[src/shared/sotc_defs.vh]
`ifndef SOTC_DEFS_VH
`define SOTC_DEFS_VH
`define SOTC_OFF_STATUS     6'h00
`define SOTC_OFF_CONTROL    6'h04
`define SOTC_OFF_CEILING    6'h08
`define SOTC_OFF_FLOOR      6'h0C
`define SOTC_OFF_TRIM       6'h10
`define SOTC_OFF_SLOW_TGT   6'h14
`define SOTC_OFF_SLOW_CNT   6'h18
`define SOTC_OFF_REF_TGT    6'h1C
`define SOTC_OFF_REF_CNT    6'h20
`define SOTC_RST_STATUS     8'h00
`define SOTC_RST_CONTROL    8'h00
`define SOTC_RST_CEILING    6'h3F
`define SOTC_RST_FLOOR      6'h00
`define SOTC_RST_TRIM       6'h3F
`define SOTC_RST_SLOW_TGT   3'h0
`define SOTC_RST_REF_TGT    13'h0000
`define SOTC_BIT_CYCLE      0
`define SOTC_BIT_OVF        1
`define SOTC_BIT_CEIL       2
`define SOTC_BIT_FLOOR      3
`define SOTC_BIT_UP         4
`define SOTC_BIT_DOWN       5
`define SOTC_BIT_ENABLE     4
`define SOTC_BIT_TOLERANCE_SELECT     5
`define SOTC_BIT_HOLD       6
`define SOTC_BIT_AUTODIS    7
`define SOTC_TOL_BASE       14'h0010
`define SOTC_TOL_WIDE       14'h0020
`endif

[src/rtl/sotc_calibrator.v]
// Operation
// - Count reference clocks over the programmed number of slow oscillator periods.
// - At period end compare 13-bit measured count with expected count.
// - Tolerance is 16 counts when select clear, 32 when set.
// - Within tolerance the trim value stays unchanged.
// - Count above expected plus tolerance raises trim by one.
// - Count below expected minus tolerance lowers trim by one.
// - Ceiling is read-only 0x3F; trim above it reverts to ceiling.
// - Floor is a read-write register resetting to zero.
// - Reference oscillator off aborts the cycle, trim untouched.
// - Reading the status register clears only the flags that the read returned.
// - Status bit 5 records a requested decrement even if suppressed.
// - Status bit 4 records a requested increment even if suppressed.
// - Bit 3 sets at floor, bit 2 at ceiling; both interrupt sources.
// - Bit 1 sets on reference counter overflow, an interrupt source.
// - Bit 0 sets at each cycle end; not a full-trim indication.
// - Control bit 4 enables; auto-disable bit 7 clears it at cycle end.
// - Hold bit 6 suppresses stepping at cycle end.
// - Control bits 3..0 enable floor, ceiling, overflow, cycle interrupts.
// - A slow period count of zero disables counting.
//
// Local design decision: the AHB-Lite register port.
`timescale 1ns/100ps
`default_nettype none
`include "sotc_defs.vh"
module sotc_calibrator (
  input  wire        hclk,        // Bus and reference clock
  input  wire        hresetn,     // Asynchronous reset, active low
  input  wire        hsel,        // Slave select
  input  wire [31:0] haddr,       // Byte address
  input  wire [1:0]  htrans,      // Transfer type
  input  wire        hwrite,      // Write strobe
  input  wire [2:0]  hsize,       // Transfer size
  input  wire [31:0] hwdata,      // Write data
  input  wire        hready,      // Bus ready in
  output wire [31:0] hrdata,      // Read data
  output wire        hreadyout,   // Always ready
  output wire        hresp,       // Always OKAY
  input  wire        slow_clk,    // Slow oscillator level, sampled
  input  wire        ref_osc_on,  // Reference oscillator running
  output wire [5:0]  trim_code,   // Trim to the slow oscillator
  output wire        irq          // Combined interrupt
);
  reg  [7:0]  status_reg;
  reg  [7:0]  control_reg;
  reg  [5:0]  floor_reg;
  reg  [5:0]  trim_reg;
  reg  [2:0]  slow_tgt_reg;
  reg  [12:0] ref_tgt_reg;
  reg  [2:0]  slow_cnt_reg;
  reg  [12:0] ref_cnt_reg;
  reg         running_reg;
  reg         slow_prev_reg;
  reg         ph_valid_reg;
  reg  [5:0]  ph_addr_reg;
  reg         ph_write_reg;
  reg  [31:0] rdata_reg;
  reg  [7:0]  status_next;
  reg  [7:0]  control_next;
  reg  [5:0]  trim_next;
  reg  [31:0] rdata_next;
  wire [5:0]  ceiling = `SOTC_RST_CEILING;
  wire        enable  = control_reg[`SOTC_BIT_ENABLE];
  wire        tolerance_select  = control_reg[`SOTC_BIT_TOLERANCE_SELECT];
  wire [13:0] tol     = tolerance_select ? `SOTC_TOL_WIDE : `SOTC_TOL_BASE;
  wire [13:0] hi_lim  = {1'b0, ref_tgt_reg} + tol;
  wire [13:0] meas    = {1'b0, ref_cnt_reg};
  wire        go_up   = meas > hi_lim;
  wire        go_down = ({1'b0, meas} + {1'b0, tol}) < {2'b00, ref_tgt_reg};
  wire        slow_rise = slow_clk & ~slow_prev_reg;
  wire        active  = enable & ref_osc_on & (slow_tgt_reg != 3'h0);
  wire        cyc_end = running_reg & active & slow_rise &
                        (slow_cnt_reg + 3'h1 == slow_tgt_reg);
  wire        addr_ok = hsel & htrans[1] & hready;
  wire        wr      = ph_valid_reg & ph_write_reg;
  wire        rd_sta  = ph_valid_reg & ~ph_write_reg & (ph_addr_reg == `SOTC_OFF_STATUS);
  wire        ovf     = running_reg & active & (ref_cnt_reg == 13'h1FFF);
  assign hreadyout = 1'b1;
  assign hresp     = 1'b0;
  assign hrdata    = rdata_reg;
  assign trim_code = trim_reg;
  assign irq = |(status_reg[3:0] & control_reg[3:0]);
  always @* begin
    // Clear only what the read returned, so a flag raised after the snapshot survives
    status_next  = rd_sta ? (status_reg & ~rdata_reg[7:0]) : status_reg;
    control_next = control_reg;
    trim_next    = trim_reg;
    if (wr && ph_addr_reg == `SOTC_OFF_CONTROL)
      control_next = hwdata[7:0];
    if (wr && ph_addr_reg == `SOTC_OFF_TRIM)
      trim_next = (hwdata[5:0] > ceiling) ? ceiling : hwdata[5:0];
    if (ovf)
      status_next[`SOTC_BIT_OVF] = 1'b1;
    if (cyc_end) begin
      status_next[`SOTC_BIT_CYCLE] = 1'b1;
      if (go_up) begin
        status_next[`SOTC_BIT_UP] = 1'b1;
        if (!control_reg[`SOTC_BIT_HOLD] && trim_reg < ceiling)
          trim_next = trim_reg + 6'h01;
      end else if (go_down) begin
        status_next[`SOTC_BIT_DOWN] = 1'b1;
        if (!control_reg[`SOTC_BIT_HOLD] && trim_reg > floor_reg)
          trim_next = trim_reg - 6'h01;
      end
      if (control_reg[`SOTC_BIT_AUTODIS])
        control_next[`SOTC_BIT_ENABLE] = 1'b0;
    end
    // Set wins over the read clear
    if (trim_next != trim_reg || cyc_end) begin
      if (trim_next == floor_reg)
        status_next[`SOTC_BIT_FLOOR] = 1'b1;
      if (trim_next == ceiling)
        status_next[`SOTC_BIT_CEIL] = 1'b1;
    end
  end
  always @* begin
    rdata_next = 32'h0000_0000;
    case (haddr[5:0])
      `SOTC_OFF_STATUS:   rdata_next[7:0]  = status_reg;
      `SOTC_OFF_CONTROL:  rdata_next[7:0]  = control_reg;
      `SOTC_OFF_CEILING:  rdata_next[5:0]  = ceiling;
      `SOTC_OFF_FLOOR:    rdata_next[5:0]  = floor_reg;
      `SOTC_OFF_TRIM:     rdata_next[5:0]  = trim_reg;
      `SOTC_OFF_SLOW_TGT: rdata_next[2:0]  = slow_tgt_reg;
      `SOTC_OFF_SLOW_CNT: rdata_next[2:0]  = slow_cnt_reg;
      `SOTC_OFF_REF_TGT:  rdata_next[12:0] = ref_tgt_reg;
      `SOTC_OFF_REF_CNT:  rdata_next[12:0] = ref_cnt_reg;
      default:            rdata_next = 32'h0000_0000;
    endcase
  end
  always @(posedge hclk or negedge hresetn) begin
    if (!hresetn) begin
      ph_valid_reg <= 1'b0;
      ph_addr_reg  <= 6'h00;
      ph_write_reg <= 1'b0;
      rdata_reg    <= 32'h0000_0000;
    end else begin
      ph_valid_reg <= addr_ok & (haddr[31:6] == 26'h0000000);
      ph_addr_reg  <= haddr[5:0];
      ph_write_reg <= hwrite;
      if (addr_ok && !hwrite)
        rdata_reg <= (haddr[31:6] == 26'h0000000) ? rdata_next : 32'h0000_0000;
    end
  end
  always @(posedge hclk or negedge hresetn) begin
    if (!hresetn) begin
      status_reg    <= `SOTC_RST_STATUS;
      control_reg   <= `SOTC_RST_CONTROL;
      floor_reg     <= `SOTC_RST_FLOOR;
      trim_reg      <= `SOTC_RST_TRIM;
      slow_tgt_reg  <= `SOTC_RST_SLOW_TGT;
      ref_tgt_reg   <= `SOTC_RST_REF_TGT;
      slow_cnt_reg  <= 3'h0;
      ref_cnt_reg   <= 13'h0000;
      running_reg   <= 1'b0;
      slow_prev_reg <= 1'b0;
    end else begin
      status_reg    <= status_next;
      control_reg   <= control_next;
      trim_reg      <= trim_next;
      slow_prev_reg <= slow_clk;
      if (wr && ph_addr_reg == `SOTC_OFF_FLOOR)
        floor_reg <= hwdata[5:0];
      if (wr && ph_addr_reg == `SOTC_OFF_SLOW_TGT)
        slow_tgt_reg <= hwdata[2:0];
      if (wr && ph_addr_reg == `SOTC_OFF_REF_TGT)
        ref_tgt_reg <= hwdata[12:0];
      // Cycle opens on a slow edge so a full period is measured
      if (!active || cyc_end) begin
        running_reg <= 1'b0;
        if (!active)
          slow_cnt_reg <= 3'h0;
      end else if (!running_reg) begin
        if (slow_rise) begin
          running_reg  <= 1'b1;
          slow_cnt_reg <= 3'h0;
          ref_cnt_reg  <= 13'h0000;
        end
      end else begin
        ref_cnt_reg <= ref_cnt_reg + 13'h0001;
        if (slow_rise)
          slow_cnt_reg <= slow_cnt_reg + 3'h1;
      end
    end
  end
endmodule // sotc_calibrator
`default_nettype wire

[config.mk]
export PLATFORM = sky130hd
export DESIGN_NAME = sotc_calibrator
export DESIGN_NICKNAME = d
export VERILOG_FILES = /design/src/rtl/sotc_calibrator.v
export VERILOG_INCLUDE_DIRS = /design/src /design/src/shared
export SDC_FILE = /design/constraint.sdc
export NUM_CORES = 1
export LEC_CHECK = 0
export BUFFER_PORTS_ARGS = -buffer_cell sky130_fd_sc_hd__buf_2
export CORE_UTILIZATION = 51
export DETAILED_ROUTE_END_ITERATION = 10
export PLACE_DENSITY = 0.88
export RECOVER_POWER = 25
export SYNTH_ARGS = -nofsm -noshare
export SYNTH_HDL_FRONTEND = slang
export SYNTH_SLANG_ARGS = --single-unit
[constraint.sdc]
create_clock -name hclk -period 4.4 [get_ports hclk]
set_clock_uncertainty 0.2 [all_clocks]
set_input_delay 0.44 -clock hclk [delete_from_list [all_inputs] [get_ports hclk]]
set_output_delay 0.44 -clock hclk [all_outputs]
set_load 0.03 [all_outputs]
==> flow_summary_export.csv <==
group,metric,value,unit
timing,max_slew_margin,-0.3707,
timing,post-route-period-util,0.9623,
cells_and_area,antenna_cells,0,
clock_network,cts.sinks,83,
detailed_routing,top_layer,"met4",
die,initial_utilization,0.5251,
grt,antenna_found_initial,0,
cells_and_area,syn_to_final_growth,12.42,%
detailed_routing,wirelength,16.50,mm
critical_path,crit_chain,"inv_1 -> ha_2 -> inv_1 -> fa_2 -> nor4_1 -> buf_4 -> nand3_1 -> xnor2_1 -> ha_1 -> nand3_2 -> nor4_2 -> a31oi_2 -> o21a_4 -> mux2i_4 -> a21oi_1 -> or3_4 -> xor2_1 -> o31ai_2",
cells_and_area,finalNonFillerCells,850,
timing,fmax,236.2,MHz
critical_path,end_kind,"flip-flop",
logic_synthesis,syn_area_per_cell,9.502,sq um
placed_design,portBuffers,72,
cells_and_area,final_area,6740,sq um
cells_and_area,drive_above_1_share,0.2320,
die,dieArea,12190,sq um
logic_synthesis,synth_edf_count,0,
grt,grt_pass1_vias,5119,
detailed_routing,final_antenna_net_count,0,
clock_network,ctsLongestPathBuffers,2,
cells_and_area,seq_area,2085,sq um
logic_synthesis,synth-seq-cells,83,
timing,worst_pin_slew,2.056,ns
logic_synthesis,ys.flop_type,"dfrtp_1",
timing,setup_viol,0,
placed_design,gp_congestion,0.9356,
logic_synthesis,yosysSeqAreaShare,0.3477,
detailed_routing,wl_per_cell,19.42,microns
cells_and_area,num-nets-final,817,
placed_design,placed_area,6411,sq um
critical_path,start_kind,"flip-flop",
placed_design,post-place-cells,832,
logic_synthesis,syn_inst,631,
timing,period_minus_slack,4.234,ns
logic_synthesis,synthDistinctLibCells,85,
critical_path,worstPathMaxFanout,6,
logic_synthesis,synth_area,5996,sq um
clock_network,cts_inserted_buffers,9,
timing,hold_viol_final,0,
detailed_routing,m1WireLength,6.681,mm
cells_and_area,fin_util,0.5903,
critical_path,worstSetupPathType,"reg2reg",
placed_design,dp_slack,0.06115,ns
critical_path,critical_path.max_stage_delay,0.39,ns
critical_path,required,4.46,ns
worst_hold_path,min_path_type,"in2reg",
detailed_routing,via_count,5392,
critical_path,cp_common_cell,"inv_1",
clock_network,h-tree-depth,3,
logic_synthesis,async_flop_share,1.000,
detailed_routing,wl_met2,7.771,mm
die,die_x,110.4,microns
critical_path,cpMaxStageDelayCell,"or3_4",
critical_path,path_delay_family,"simple AND/OR/NAND/NOR gates",
cells_and_area,nFillCells,959,
cells_and_area,multiInputGateArea,3636,sq um
grt,grt_pass1_wl,26.79,mm
die,core_area,11420,sq um
placed_design,hpwl,11.85,mm
logic_synthesis,yosysWarnings,0,
timing,rsz0062_at_grt,"yes",
grt,grt_use_total,0.2768,
grt,overflow,0,
clock_network,clk_pin_slew,0.06,ns
run_status,status,"finished, violations left",
run_status,violations,"max-capacitance violations, max-slew violations",
timing,fin_ws,0.1657,ns
flow_run,maxCapViolCount,1,
power_and_ir_drop,p_leak,0.003075,uW
detailed_routing,drc,0,
clock_network,worstSkewPairLatency,0.35,ns
timing,drv_slew,84,
detailed_routing,drt-vias-per-instance,6.344,
clock_network,tritoncts,"yes",
critical_path,cp.arrival,4.29,ns
die,die_h,110.4,microns
detailed_routing,wl_met3,1.551,mm
power_and_ir_drop,ir_drop,0.0002068,V
timing,fin_tns_setup,0,ns
grt,grt_max_degree,84,
power_and_ir_drop,power.density,278.1,nW/um^2
critical_path,critPathBufInv,3,
detailed_routing,drtIter0Drc,492,
clock_network,cts-hold-fix-buffers,0,
die,ioPinCount,117,
die,row_count,39,
clock_network,root_buffer,"clkbuf_16",
detailed_routing,drt-pass1-iter-count,6,
## metal layers
| layer | global-route usage | vias to the layer above |
|---|---|---|
| met3 | 0.05379 | 53 |
| met5 | 0 | - |
| li1 | - | 2410 |
| met1 | 0.3657 | 2598 |
| met4 | 0.1147 | 0 |
| met2 | 0.4447 | 331 |
## through the flow
| stage | total power [uW] | hold WS [ns] |
|---|---|---|
| floorplan | 1053 | -0.05559 |
| global placement | 1135 | 0.2588 |
| detailed placement | 1148 | 0.2646 |
| CTS | 1857 | 0.01867 |
| global route | 1939 | 0.03307 |
| finish | 1874 | 0.02791 |
## timing repair
| item | CTS | global route |
|---|---|---|
| gates resized for setup | 0 | 10 |
| endpoints found under the setup margin | 0 | 3 |
| setup buffers | 0 | 2 |
## power breakdown
part	internal [uW]	total, uW	switching [uW]	leakage (uW)
Clock	397	716	318	0.000133
Combinational	121	321	200	0.00192
Sequential	793	838	44.6	0.00102
## area by class of cell
class                           instances  share of cell area
Inverter                               32             0.01782
Clock buffer                           12             0.03657
Tap cell                              143             0.02655
Timing Repair Buffer                   85             0.06646
Clock inverter                          4            0.003898
Sequential cell                        83              0.3093
Multi-Input combinational cell        491              0.5394
## cells in the mapped netlist, types with 7 or more instances
| library cell | number | area, sq um |
|---|---|---|
| and3_1 | 8 | 50.05 |
| xnor2_1 | 18 | 157.7 |
| a22o_1 | 14 | 122.6 |
| mux2_2 | 33 | 371.6 |
| nand4_1 | 11 | 68.82 |
| nor2b_1 | 7 | 43.79 |
| nor3_1 | 12 | 60.06 |
| buf_4 | 21 | 157.7 |
| nor4_1 | 13 | 81.33 |
| xor2_1 | 20 | 175.2 |
| clkbuf_1 | 12 | 45.04 |
| nor2_1 | 38 | 142.6 |
| a21oi_1 | 26 | 130.1 |
| dfrtp_1 | 77 | 1927 |
| nand3_1 | 20 | 100.1 |
| nand2_1 | 57 | 214.0 |
| mux2i_1 | 9 | 90.09 |
| a22oi_1 | 8 | 60.06 |
| inv_1 | 31 | 116.4 |
| o21ai_0 | 29 | 145.1 |
| ha_1 | 37 | 462.9 |
## logic make-up after synthesis
kind of cell | share of synthesized area
buffers and inverters | 0.06678
XOR/XNOR | 0.05551
multiplexers | 0.08306
other | 0.001253
flip-flops | 0.3477
AND/OR/NAND/NOR | 0.1830
adder cells (fa/ha/maj) | 0.08389
AO/OA/AOI/OAI | 0.1788
## worst reg2reg max path, delay by kind of cell, from the launching register on
kind / cells / cell delay (ns)
compound gates: 4 / 0.88
xor+xnor: 2 / 0.31
fa+ha+maj: 3 / 0.86
buf+inv: 3 / 0.31
flops: 1 / 0.37
mux: 1 / 0.30
simple gates: 5 / 0.92
## path summary, 6_finish.rpt
kind | from | end | slack [ns] | depth (start not counted)
max | control_reg[5]$_DFFE_PN0P_ | status_reg[3]$_DFF_PN0_ | 0.17 | 18
min | slow_clk | slow_prev_reg$_DFF_PN0_ | 0.03 | 1
max reg2reg | control_reg[5]$_DFFE_PN0P_ | status_reg[3]$_DFF_PN0_ | 0.17 | 18
min reg2reg | status_reg[5]$_DFF_PN0_ | status_reg[5]$_DFF_PN0_ | 0.28 | 1
max in group asynchronous | hresetn | ph_addr_reg[3]$_DFF_PN0_ | 2.31 | 1
min in group asynchronous | hresetn | hrdata[0]$_DFFE_PN0P_ | 0.49 | 1
## cell usage in the layout (no fill, tap or decap), types with 8 or more instances in the layout
cell and count:
a21oi_1 24, a22o_1 14, and3_1 8, buf_2 63, buf_4 13, clkbuf_1 10
clkbuf_16 9, conb_1 21, dfrtp_1 77, ha_1 36, inv_1 31, mux2_2 33
mux2i_1 9, nand2_1 57, nand3_1 19, nand4_1 11, nor2_1 38, nor3_1 12
nor4_1 12, o21ai_0 29, xnor2_1 18, xor2_1 20
Power figures use the tool's default switching activity.
